==> src/rtl/pals_pkg.sv <==
// Package: register map, field positions, reset values and timing counts for auto-negotiation.
package pals_pkg;
  // ---------------------------------------------------------------------------
  // Register offsets
  // ---------------------------------------------------------------------------
  localparam logic [7:0] PALS_OFF_CONTROL = 8'h80;
  localparam logic [7:0] PALS_OFF_STATUS = 8'h84;
  localparam logic [7:0] PALS_OFF_ADVERT = 8'h90;
  localparam logic [7:0] PALS_OFF_PARTNER = 8'h94;
  localparam logic [7:0] PALS_OFF_EXPANSION = 8'h98;
  localparam logic [7:0] PALS_OFF_RESULT = 8'hc0;
  // ---------------------------------------------------------------------------
  // Field positions
  // ---------------------------------------------------------------------------
  localparam int PALS_CTL_SPEED = 13;
  localparam int PALS_CTL_NEG_EN = 12;
  localparam int PALS_CTL_RESTART = 9;
  localparam int PALS_CTL_DUPLEX = 8;
  localparam int PALS_ADV_ABIL_LO = 5;
  localparam int PALS_ADV_ABIL_HI = 8;
  // ---------------------------------------------------------------------------
  // Reset and constant values
  // ---------------------------------------------------------------------------
  localparam logic [15:0] PALS_ADV_RESET = 16'h01e1;
  localparam logic [15:0] PALS_STATUS_CAPS = 16'h7849;
  localparam logic [15:0] PALS_PD_FAST_WORD = 16'h0081;
  localparam logic [15:0] PALS_PD_SLOW_WORD = 16'h0021;
  localparam logic [15:0] PALS_EXP_LOCAL_NP = 16'h0004;
  // ---------------------------------------------------------------------------
  // Timing
  // ---------------------------------------------------------------------------
  localparam int PALS_CLK_HZ = 20000000;
  localparam int PALS_BREAK_MS = 1500;
  localparam int PALS_BREAK_CYCLES = PALS_BREAK_MS * (PALS_CLK_HZ / 1000);
  localparam int PALS_SIGDET_US = 500;
  localparam int PALS_SIGDET_CYCLES = PALS_SIGDET_US * (PALS_CLK_HZ / 1000000);
  localparam int PALS_NLP_COUNT = 7;
  localparam int PALS_LINK_LOSS_MS = 50;
  localparam int PALS_LINK_LOSS_CYCLES = PALS_LINK_LOSS_MS * (PALS_CLK_HZ / 1000);
  typedef enum logic [2:0] {
    PALS_ST_IDLE, PALS_ST_BREAK, PALS_ST_NEGOTIATE, PALS_ST_DONE
  } pals_state_e;
endpackage : pals_pkg

==> src/rtl/pals_top.sv <==
// Auto-negotiation control, status registers and link indicators of the 10/100 PHY.
//
// Decided for this implementation: the plain strobed port.
`timescale 1ns/10ps
module pals_top #(
  parameter int BREAK_CYCLES = pals_pkg::PALS_BREAK_CYCLES,
  parameter int SIGDET_CYCLES = pals_pkg::PALS_SIGDET_CYCLES,
  parameter int LINK_LOSS_CYCLES = pals_pkg::PALS_LINK_LOSS_CYCLES
) (
  input wire logic clk,
  input wire logic rstn,
  input wire logic ce,
  input wire logic [7:0] reg_addr,
  input wire logic [15:0] reg_wdata,
  input wire logic reg_wr,
  input wire logic reg_rd,
  output logic [15:0] reg_rdata,
  input wire logic [3:0] strap_abilities,
  input wire logic strap_neg_en,
  input wire logic fast_signal_detect,
  input wire logic slow_link_pulse,
  input wire logic slow_valid_packet,
  input wire logic rx_activity,
  input wire logic tx_activity,
  input wire logic page_valid,
  input wire logic [15:0] page_word,
  input wire logic partner_negotiates,
  output logic [15:0] flp_word,
  output logic flp_send,
  output logic tx_silence,
  output logic link_speed_100,
  output logic link_full_duplex,
  output logic activity_indicator_n,
  output logic fast_link_indicator_n,
  output logic slow_link_indicator_n
);
  import pals_pkg::*;

  // ---------------------------------------------------------------------------
  // Overview
  // ---------------------------------------------------------------------------
  // The block has four parts: pin synchronisers, link qualification, the register
  // file and the negotiation sequencer. Every output is registered at the end.
  // The line side is abstract: the receivers report signal detect, link pulses,
  // valid packets and activity as levels, and a received page arrives as a word
  // with a one-cycle valid strobe on this clock.
  // All pin inputs pass two flip-flops, so every decision on them lags the pins
  // by two cycles. The page interface already lives on this clock and is used raw.
  // The straps are sampled once, after the synchronisers have filled. Sampling them
  // in the reset branch would need non-constant reset values and would catch a
  // pin that had not settled.
  // Negotiation runs idle, break, negotiate and done. Any request to negotiate
  // goes through break, so the partner always sees the line fall silent first.
  // The break counter is 32 bits wide because the real break interval is tens of
  // millions of cycles at this clock. Tests shorten it through the parameter.
  // Parallel detection is handled inside the negotiate state. A single qualified
  // link completes at once with a fixed partner word. Two links at once hold the
  // state and keep raising the fault flag until one of them goes away.
  // The resolved mode is recomputed from the two ability words every cycle. It is
  // masked by the valid flag, so the speed and duplex outputs read zero while
  // negotiation is running.
  // In forced mode the speed and duplex bits of the control register drive the
  // outputs directly and the sequencer is parked in idle.
  // Restart writes are only honoured after a completed negotiation. A write to
  // the restart bit at any other time is dropped, which also keeps a stray
  // restart from cutting an exchange short.
  // Clearing the enable bit parks the sequencer; setting it again requests a
  // fresh negotiation. This also covers a device that came up in forced mode.
  // The fault and page flags clear on a read of the expansion register. When a
  // read and a new event fall in one cycle the event wins, so nothing is lost.
  // The clock enable freezes every register, including the synchronisers and the
  // timers, so a frozen block resumes exactly where it stopped.
  // Reads return data in the cycle after the strobe and zero otherwise, so the
  // read data bus can be combined with other slaves by a plain or.
  // Writes to unmapped offsets are ignored and reads of them return zero.
  // Only the speed, enable and duplex bits of the control register are stored.
  // The restart bit reads one while a request is pending and clears itself when
  // the sequencer enters the break.
  // The link timers use the same 32-bit width for simplicity; they are small
  // compared with the break counter and cost little.
  // Limitation: next pages are not sequenced here. Each valid page in the negotiate state overwrites
  // the partner word, and completion follows the first page from a negotiating
  // partner.

  // ---------------------------------------------------------------------------
  // Elaboration checks
  // ---------------------------------------------------------------------------
  if (BREAK_CYCLES < 1 || SIGDET_CYCLES < 1 || LINK_LOSS_CYCLES < 1) begin : g_bad_timing
    $error("pals_top: timing counts must be at least one cycle");
  end

  // ---------------------------------------------------------------------------
  // Pin synchronisers
  // ---------------------------------------------------------------------------
  // Order: strap_neg_en, strap[3:0], sigdet, pulse, packet, rx, tx.
  localparam int NSYNC = 10;
  logic [NSYNC-1:0] sync1_reg;
  logic [NSYNC-1:0] sync2_reg;
  wire [NSYNC-1:0] pin_raw = {strap_neg_en, strap_abilities, fast_signal_detect,
                              slow_link_pulse, slow_valid_packet, rx_activity, tx_activity};
  always_ff @(posedge clk or negedge rstn) begin
    if (!rstn) begin
      sync1_reg <= '0;
      sync2_reg <= '0;
    end else if (ce) begin
      sync1_reg <= pin_raw;
      sync2_reg <= sync1_reg;
    end
  end
  wire s_strap_en = sync2_reg[9];
  wire [3:0] s_strap_ab = sync2_reg[8:5];
  wire s_sigdet = sync2_reg[4];
  wire s_pulse = sync2_reg[3];
  wire s_packet = sync2_reg[2];
  wire s_act = sync2_reg[1] | sync2_reg[0];

  // ---------------------------------------------------------------------------
  // Link detection
  // ---------------------------------------------------------------------------
  // The straps are caught after the synchroniser has filled, never by the reset itself.
  logic [1:0] boot_reg;
  wire boot_load = (boot_reg == 2'd2);
  logic [31:0] sig_cnt_reg;
  logic fast_link_reg;
  logic [2:0] nlp_cnt_reg;
  logic pulse_d_reg;
  logic [31:0] loss_cnt_reg;
  logic slow_link_reg;
  wire pulse_rise = s_pulse & ~pulse_d_reg;
  wire slow_event = pulse_rise | s_packet;
  always_ff @(posedge clk or negedge rstn) begin
    if (!rstn) begin
      boot_reg <= 2'd0;
      sig_cnt_reg <= '0;
      fast_link_reg <= 1'b0;
      nlp_cnt_reg <= '0;
      pulse_d_reg <= 1'b0;
      loss_cnt_reg <= '0;
      slow_link_reg <= 1'b0;
    end else if (ce) begin
      if (boot_reg != 2'd3) begin
        boot_reg <= boot_reg + 2'd1;
      end
      pulse_d_reg <= s_pulse;
      if (!s_sigdet) begin
        sig_cnt_reg <= '0;
        fast_link_reg <= 1'b0;
      end else if (sig_cnt_reg >= 32'(SIGDET_CYCLES - 1)) begin
        fast_link_reg <= 1'b1;
      end else begin
        sig_cnt_reg <= sig_cnt_reg + 32'd1;
      end
      if (slow_event) begin
        loss_cnt_reg <= '0;
        if (s_packet || nlp_cnt_reg == 3'(PALS_NLP_COUNT - 1)) begin
          slow_link_reg <= 1'b1;
        end else begin
          nlp_cnt_reg <= nlp_cnt_reg + 3'd1;
        end
      end else if (loss_cnt_reg >= 32'(LINK_LOSS_CYCLES - 1)) begin
        slow_link_reg <= 1'b0;
        nlp_cnt_reg <= '0;
        loss_cnt_reg <= '0;
      end else begin
        loss_cnt_reg <= loss_cnt_reg + 32'd1;
      end
    end
  end

  // ---------------------------------------------------------------------------
  // Registers
  // ---------------------------------------------------------------------------
  logic [15:0] ctl_reg;
  logic [15:0] adv_reg;
  logic [15:0] partner_reg;
  logic pd_fault_reg;
  logic page_rx_reg;
  logic partner_an_reg;
  logic complete_reg;
  logic restart_req_reg;
  pals_state_e state_reg;
  logic [31:0] brk_cnt_reg;

  wire wr_ctl = reg_wr && reg_addr == PALS_OFF_CONTROL;
  wire wr_adv = reg_wr && reg_addr == PALS_OFF_ADVERT;
  wire rd_exp = reg_rd && reg_addr == PALS_OFF_EXPANSION;
  wire neg_en = ctl_reg[PALS_CTL_NEG_EN];
  // A cleared enable stops negotiation; the next set re-arms it after the break.
  wire en_rise = wr_ctl && reg_wdata[PALS_CTL_NEG_EN] && !neg_en;
  wire restart_wr = wr_ctl && reg_wdata[PALS_CTL_RESTART] && complete_reg;

  // Parallel detection watches both receivers at once.
  wire any_link = fast_link_reg | slow_link_reg;
  wire one_link = fast_link_reg ^ slow_link_reg;

  // Highest common mode from both ability words.
  wire [3:0] common = adv_reg[8:5] & partner_reg[8:5];
  wire res_100 = common[3] | common[2];
  wire res_full = common[3] | (~common[2] & common[1]);

  // Loss only counts once a link has been seen in the done state. A page completes
  // before the receiver has qualified its link, and without this guard the gap between
  // the two would look like a lost link and throw the block straight back into break.
  logic link_seen_reg;
  always_ff @(posedge clk or negedge rstn) begin
    if (!rstn) begin
      link_seen_reg <= 1'b0;
    end else if (ce) begin
      link_seen_reg <= (state_reg == PALS_ST_DONE) && (link_seen_reg || any_link);
    end
  end
  wire lost = state_reg == PALS_ST_DONE && link_seen_reg && !any_link;

  always_ff @(posedge clk or negedge rstn) begin
    if (!rstn) begin
      ctl_reg <= '0;
      adv_reg <= PALS_ADV_RESET;
      restart_req_reg <= 1'b0;
    end else if (ce) begin
      if (boot_load) begin
        ctl_reg[PALS_CTL_NEG_EN] <= s_strap_en;
        adv_reg[PALS_ADV_ABIL_HI:PALS_ADV_ABIL_LO] <= s_strap_ab;
        restart_req_reg <= s_strap_en;
      end else begin
        if (wr_ctl) begin
          ctl_reg <= reg_wdata & 16'h3100;
        end
        if (wr_adv) begin
          adv_reg <= reg_wdata;
        end
        if (restart_wr || en_rise || lost) begin
          restart_req_reg <= 1'b1;
        end else if (state_reg == PALS_ST_BREAK) begin
          restart_req_reg <= 1'b0;
        end
      end
    end
  end

  // ---------------------------------------------------------------------------
  // Negotiation sequencer
  // ---------------------------------------------------------------------------
  always_ff @(posedge clk or negedge rstn) begin
    if (!rstn) begin
      state_reg <= PALS_ST_IDLE;
      brk_cnt_reg <= '0;
      complete_reg <= 1'b0;
      partner_reg <= '0;
      pd_fault_reg <= 1'b0;
      page_rx_reg <= 1'b0;
      partner_an_reg <= 1'b0;
    end else if (ce) begin
      if (rd_exp) begin
        page_rx_reg <= 1'b0;
        pd_fault_reg <= 1'b0;
      end
      if (!neg_en) begin
        state_reg <= PALS_ST_IDLE;
        complete_reg <= 1'b0;
      end else begin
        unique case (state_reg)
          PALS_ST_IDLE: begin
            if (restart_req_reg) begin
              state_reg <= PALS_ST_BREAK;
              brk_cnt_reg <= '0;
              complete_reg <= 1'b0;
            end
          end
          PALS_ST_BREAK: begin
            if (brk_cnt_reg >= 32'(BREAK_CYCLES - 1)) begin
              state_reg <= PALS_ST_NEGOTIATE;
            end else begin
              brk_cnt_reg <= brk_cnt_reg + 32'd1;
            end
          end
          PALS_ST_NEGOTIATE: begin
            if (page_valid) begin
              partner_reg <= page_word;
              page_rx_reg <= 1'b1;
              partner_an_reg <= partner_negotiates;
              if (partner_negotiates) begin
                state_reg <= PALS_ST_DONE;
                complete_reg <= 1'b1;
              end
            end else if (any_link && !one_link) begin
              pd_fault_reg <= 1'b1;
            end else if (one_link) begin
              partner_reg <= fast_link_reg ? PALS_PD_FAST_WORD : PALS_PD_SLOW_WORD;
              partner_an_reg <= 1'b0;
              state_reg <= PALS_ST_DONE;
              complete_reg <= 1'b1;
            end
          end
          PALS_ST_DONE: begin
            if (restart_req_reg) begin
              state_reg <= PALS_ST_BREAK;
              brk_cnt_reg <= '0;
              complete_reg <= 1'b0;
            end
          end
          default: state_reg <= PALS_ST_IDLE;
        endcase
      end
    end
  end

  // ---------------------------------------------------------------------------
  // Read mux and outputs
  // ---------------------------------------------------------------------------
  wire spd = neg_en ? res_100 : ctl_reg[PALS_CTL_SPEED];
  wire dup = neg_en ? res_full : ctl_reg[PALS_CTL_DUPLEX];
  wire res_valid = !neg_en || complete_reg;
  wire [15:0] ctl_view = ctl_reg | {6'd0, restart_req_reg, 9'd0};
  wire [15:0] stat_view = PALS_STATUS_CAPS
                        | {10'd0, complete_reg, partner_reg[13], 1'b0, any_link, 2'b00};
  wire [15:0] exp_view = PALS_EXP_LOCAL_NP
                       | {11'd0, pd_fault_reg, partner_reg[15], 1'b0, page_rx_reg,
                          partner_an_reg};
  wire [15:0] res_view = {11'd0, complete_reg, 1'b0, dup & res_valid,
                          spd & res_valid, any_link};
  logic [15:0] rd_mux;
  always_comb begin
    unique case (reg_addr)
      PALS_OFF_CONTROL: rd_mux = ctl_view;
      PALS_OFF_STATUS: rd_mux = stat_view;
      PALS_OFF_ADVERT: rd_mux = adv_reg;
      PALS_OFF_PARTNER: rd_mux = partner_reg;
      PALS_OFF_EXPANSION: rd_mux = exp_view;
      PALS_OFF_RESULT: rd_mux = res_view;
      default: rd_mux = 16'h0000;
    endcase
  end

  always_ff @(posedge clk or negedge rstn) begin
    if (!rstn) begin
      reg_rdata <= '0;
      flp_word <= '0;
      flp_send <= 1'b0;
      tx_silence <= 1'b0;
      link_speed_100 <= 1'b0;
      link_full_duplex <= 1'b0;
      activity_indicator_n <= 1'b1;
      fast_link_indicator_n <= 1'b1;
      slow_link_indicator_n <= 1'b1;
    end else if (ce) begin
      reg_rdata <= reg_rd ? rd_mux : 16'h0000;
      flp_word <= adv_reg;
      flp_send <= state_reg == PALS_ST_NEGOTIATE;
      tx_silence <= state_reg == PALS_ST_BREAK;
      link_speed_100 <= spd & res_valid;
      link_full_duplex <= dup & res_valid;
      activity_indicator_n <= ~s_act;
      fast_link_indicator_n <= ~(fast_link_reg & s_sigdet);
      slow_link_indicator_n <= ~slow_link_reg;
    end
  end
endmodule : pals_top

==> config.mk <==
export PLATFORM = sky130hd
export DESIGN_NAME = pals_top
export DESIGN_NICKNAME = d
export VERILOG_FILES = /design/src/rtl/pals_pkg.sv /design/src/rtl/pals_top.sv
export SDC_FILE = /design/constraint.sdc
export NUM_CORES = 1
export LEC_CHECK = 0
export BUFFER_PORTS_ARGS = -buffer_cell sky130_fd_sc_hd__buf_2
export CORE_UTILIZATION = 30
export CTS_BUF_LIST = sky130_fd_sc_hd__clkbuf_4 sky130_fd_sc_hd__clkbuf_8 sky130_fd_sc_hd__clkbuf_16
export CTS_CLUSTER_DIAMETER = 200
export DETAILED_ROUTE_END_ITERATION = 10
export PLACE_DENSITY_LB_ADDON = 0.05
export SLEW_MARGIN = 20
export SYNTH_ARGS = -nofsm -noshare
export SYNTH_HDL_FRONTEND = slang
export SYNTH_SLANG_ARGS = --single-unit
==> constraint.sdc <==
create_clock -name clk -period 2.52 [get_ports clk]
set_input_delay 0.252 -clock clk [delete_from_list [all_inputs] [get_ports clk]]
set_output_delay 0.252 -clock clk [all_outputs]
set_load 0.02 [all_outputs]
==> results.cfg, run 1 <==
[cts]
clk_latency_ps = 530
cts.path.max_buffers = 3
cts_tree = done
cts_root_buffer = clkbuf_16
cts.sinks = 206
cts_setup_buffers = 0
htree_levels = 1
cts_buffers = 26
clk_pin_slew_ps = 60

[timing]
relSlewSlack_pct = 49.0
final.setup_skew_ps = 11.6
fmax_mhz = 435
finalCritPeriodShare_pct = 91.1
worstMarginPinSlew_ps = 765
holdWs_ps = 40.3
setup_viol = 0
fin_crit_ps = 2300
finalSetupTns_ps = 0
final_hold_viol_count = 0
rsz0062_at_grt = false
layout_setup_ws_ps = 223
slew_violations = 0

[detailed_routing]
ant_nets = 0
vias_per_cell = 5.14
wl_um = 28500
post_drt_wl_per_cell_um = 18.1
first_iter_violations = 325
drc = 0
num_vias = 8089
first_pass_iters = 5

[power_and_ir_drop]
ir_worst_vdd_v = 0.000548
power_density_nw_per_um2 = 874
p_leak_nw = 5.66

[floorplan]
die_h_um = 187
initial_core_util_pct = 30.5
core_area_um2 = 33600
rows = 67
fp.dieW_um = 187
dieArea_um2 = 35000
ios = 96

[status]
status = completed

[global_routing]
grt_pass1_wl_um = 46900
grt_max_degree = 89
grt_pass1_vias = 8143
grt_overflow = 0
grt_usage_pct = 16.6
grt_antenna_before_repair = 0

[worst_setup_path]
start_kind = register
cp-end-kind = register
cp_max_fo = 7
cp.arrival_ps = 2710
path_class = register to register
cp.required_ps = 2940

[layout]
fin_util_pct = 38.2
syn2layout_area_growth_pct = 25.1
drive_gt1_share_pct = 25.6
seq_area_um2 = 5160
diodes = 0
nFillCells = 3370
nets = 1175
multi_input_area_um2 = 4770

[placed_design]
portBuffers = 95
dp_hpwl_um = 19600
place_ws_ps = 207
gp_congestion = 0.750

[synth]
synth_cell_type_count = 82
yosysSeqAreaShare_pct = 50.3
syn_inst = 955
synthesis.nets = 1024
avgSynthCellArea_um2 = 10.7
ys.warnings.count = 0
ys_async_sr_fraction_pct = 100
synth_edf_count = 0
ys_ff_latch = 206
ys.flop_type = dfrtp_1
netlist_area_um2 = 10300

[flow_run]
max-cap-violations = 0

[min_path]
hp-class = input pin to register
cell type report:
class	instances	area share [%]
Multi-Input combinational cell	667	37.1
Clock inverter	12	1.66
Sequential cell	206	40.2
Timing Repair Buffer	178	9.76
Clock buffer	36	6.08
Tap cell	448	4.36
Inverter	27	0.789
power breakdown:
part           internal [mW]  leakage [nW]  switching, mW
logic                   1.16          2.51           1.51
registers               3.83          2.65          0.485
clock network           2.77         0.494           1.49
repair_timing:
action                    CTS  global route
hold buffers               37             0
gates resized for setup     0             0
hold endpoints to repair  117             0
stage by stage:
step	area (um2)	power, mW	cells
2_1_floorplan	10300	6.08	955
3_3_place_gp	11500	7.01	1489
3_5_place_dp	11500	7.03	1489
4_1_cts	12800	11.4	1574
5_1_grt	12800	11.9	1574
6_report	12800	11.2	1574
per-layer routing:
layer / vias to the layer above / wire [um] / track usage, %
met3: 34 / 980 / 2.14
met1: 3987 / 14400 / 24.7
li1: 3928 / - / -
met2: 140 / 12600 / 25.4
met5: - / 0 / 0
met4: 0 / 544 / 3.69
layout by cell type (no fill, tap or decap), types with 11 or more instances in the layout:
cell / n
a21oi_1: 27
a22o_1: 30
and2_1: 22
buf_2: 93
buf_4: 43
clkbuf_16: 27
dfrtp_1: 198
dlygate4sd3_1: 37
ha_1: 12
inv_1: 26
mux2_2: 58
mux2i_1: 17
nand2_1: 66
nand2b_1: 11
nand3_1: 39
nand3b_1: 15
nand4_1: 16
nor2_1: 49
nor2b_1: 28
nor3_1: 12
nor4_1: 19
o211ai_1: 16
o21ai_0: 26
o311ai_1: 13
o31ai_1: 26
or2_2: 11
or4_1: 12
final timing paths:
check / from / endpoint / slack, ps / cells after the start
setup / recovery: loss_cnt_reg[13]$_DFFE_PN0P_ / loss_cnt_reg[15]$_DFFE_PN0P_ / 220 / 5
hold / removal: reg_wdata[9] / adv_reg[9]$_DFFE_PN0P_ / 40 / 2
setup reg to reg: loss_cnt_reg[13]$_DFFE_PN0P_ / loss_cnt_reg[15]$_DFFE_PN0P_ / 220 / 5
hold reg to reg: sync2_reg[1]$_DFFE_PN0P_ / activity_indicator_n$_DFFE_PN1P_ / 420 / 1
max in group asynchronous: rstn / adv_reg[8]$_DFFE_PN1P_ / 1400 / 3
min in group asynchronous: rstn / sig_cnt_reg[6]$_DFFE_PN0P_ / 340 / 2
cells by family after synthesis:
family,share of synthesized area [%]
adders and majority gates,1.46
DFF,50.3
AOI/OAI and AO/OA,17.5
and+or+nand+nor,19.1
buffers and inverters,3.23
muxes,8.24
xor gates and xnor gates,0.0853
synth_stat cells (6+ instances only):
cell       instances  share of area, %
and3_1             9              0.55
dfrtp_1          198                48
dfstp_2            8               2.0
nand4_1           16              0.98
a21oi_1           27               1.3
nor2_1            49               1.8
buf_1              9              0.33
nor2b_1           28               1.7
or3_1              9              0.55
nand2_1           66               2.4
or4_1             12              0.88
o31ai_1           26               1.9
nand2b_1          11              0.67
o21ai_0           26               1.3
nor4_1            19               1.2
o2bb2ai_1          9              0.77
and4_1             7              0.60
nor3_1            12              0.59
ha_1              12               1.5
inv_1             26              0.95
a221o_1            9              0.88
mux2i_1           17               1.7
o311ai_1          13               1.1
a22o_1            30               2.6
clkbuf_1          37               1.4
o211ai_1          16               1.2
nand3_1           39               1.9
and2_1            22               1.3
or2_2             11              0.67
a22oi_1            7              0.51
nand3b_1          15               1.1
buf_2              6              0.29
mux2_2            58               6.4
worst max-delay path, cell delays in order (launching register included):
cell and delay (ps):
dfrtp_1 400, or4_1 580, a311oi_2 390, o211a_1 370
nand2_1 180, o311ai_1 270
Power figures use the tool's default switching activity.
==> run 2: changes to the inputs <==
- CORE_UTILIZATION: 30 -> 40
- clock period: 2.52 -> 2.45 ns (I/O delays scaled with it)
==> results.cfg, run 2 (same netlist as run 1, synthesis figures left out) <==
[timing]
finalSetupTns_ps = 0
fmax_mhz = 447
fin_crit_ps = 2240
slew_violations = 0
rsz0062_at_grt = false
finalCritPeriodShare_pct = 91.3
worstMarginPinSlew_ps = 682
setup_viol = 0
holdWs_ps = 11.9
final.setup_skew_ps = 8.61
layout_setup_ws_ps = 214
final_hold_viol_count = 0
relSlewSlack_pct = 54.4

[cts]
cts_setup_buffers = 0
cts_hold_buffers = 36
clk_latency_ps = 510
cts.sinks = 206
cts_buffers = 24
clk_pin_slew_ps = 60
post_cts_resized = 0
htree_levels = 1
cts.path.max_buffers = 3
cts_tree = done
cts_root_buffer = clkbuf_16

[global_routing]
grt_overflow = 0
grt_usage_pct = 20.4
grt_antenna_before_repair = 1
grt_max_degree = 69
grt_pass1_wl_um = 43300
grt_pass1_vias = 7931

[detailed_routing]
post_drt_wl_per_cell_um = 17.9
num_vias = 8002
drc = 0
first_pass_iters = 5
vias_per_cell = 5.51
first_iter_violations = 496
ant_nets = 0
wl_um = 26000

[worst_setup_path]
cp.required_ps = 2840
start_kind = register
cp.arrival_ps = 2620
ff2ff_setup_slack_ps = 210
reg2reg_depth = 6
cp_max_fo = 10
cp-end-kind = register
path_class = register to register
r2r-start = brk_cnt_reg[13]$_DFFE_PN0P_
worstReg2RegEnd = brk_cnt_reg[11]$_DFFE_PN0P_

[power_and_ir_drop]
pwr-share-comb_pct = 24.5
p_sw_mw = 3.44
clkPwrFrac_pct = 35.0
p_seq_share_pct = 40.5
total_power_mw = 11.0
power_density_nw_per_um2 = 873
swShare_pct = 31.3
p_leak_nw = 5.60
ir_worst_vdd_v = 0.000726
internal_power_mw = 7.54

[min_path]
holdPathStages = 2
hp-class = input pin to register
min_from = partner_negotiates
min_to = partner_an_reg$_DFFE_PN0P_

[floorplan]
core_area_um2 = 25200
rows = 58
dieArea_um2 = 26300
fp.dieW_um = 162
ios = 96
initial_core_util_pct = 40.8
die_h_um = 162

[layout]
fin_util_pct = 49.9
drive_gt1_share_pct = 25.4
layout_common_cells = 198 x dfrtp_1, 93 x buf_2, 66 x nand2_1
final_common_cell = dfrtp_1
instances_no_fill = 1452
diodes = 0
nets = 1173
design_area_um2 = 12600
syn2layout_area_growth_pct = 22.4

[placed_design]
dp_hpwl_um = 17400
place_ws_ps = 175
place_area_um2 = 11400
gp_congestion = 0.788
dp.cells = 1372
portBuffers = 95

[flow_run]
max-cap-violations = 0

[status]
status = completed
==> run 2: final cells by class <==
class,instances,area (um2)
Clock inverter,8,118
Fill cell,2317,12600
Timing Repair Buffer,178,1260
Sequential cell,206,5160
Clock buffer,36,739
Inverter,27,101
Multi-Input combinational cell,667,4770
Tap cell,330,413
==> run 2: power groups by stage <==
stage          registers [mW]  clock network, mW  logic [mW]
6_report                 4.45               3.84        2.69
3_3_place_gp             4.49                  0        2.64
3_5_place_dp             4.49                  0        2.67
4_1_cts                  4.44               3.94        2.73
5_1_grt                  4.53               4.08        3.03
2_1_floorplan            4.39                  0        1.87
==> run 2: worst max path at each step <==
stage / startpoint / to / slack (ps) / cells after the start
final: brk_cnt_reg[13]$_DFFE_PN0P_ / brk_cnt_reg[11]$_DFFE_PN0P_ / 210 / 6
after global routing: loss_cnt_reg[12]$_DFFE_PN0P_ / loss_cnt_reg[5]$_DFFE_PN0P_ / 0.7 / 5
after CTS: brk_cnt_reg[18]$_DFFE_PN0P_ / brk_cnt_reg[15]$_DFFE_PN0P_ / 180 / 6
after detailed placement: brk_cnt_reg[18]$_DFFE_PN0P_ / brk_cnt_reg[8]$_DFFE_PN0P_ / 180 / 6
after global placement: brk_cnt_reg[18]$_DFFE_PN0P_ / brk_cnt_reg[21]$_DFFE_PN0P_ / 220 / 6
after floorplan: brk_cnt_reg[20]$_DFFE_PN0P_ / brk_cnt_reg[0]$_DFFE_PN0P_ / 260 / 7
==> run 2: critical path: stages, from the launching register on <==
cell,delay [ps]
dfrtp_1,440
nor4_2,360
o211ai_1,200
a211oi_2,410
o21ai_4,170
buf_4,200
a221o_1,340
==> run 2: routing by layer <==
metal / routed length (um) / global-route usage [%] / vias to the layer above
met1: 13200 / 30.6 / 3935
met3: 890 / 3.06 / 30
met5: 0 / 0 / -
met2: 11500 / 31.0 / 133
met4: 487 / 4.63 / 0
li1: - / - / 3904
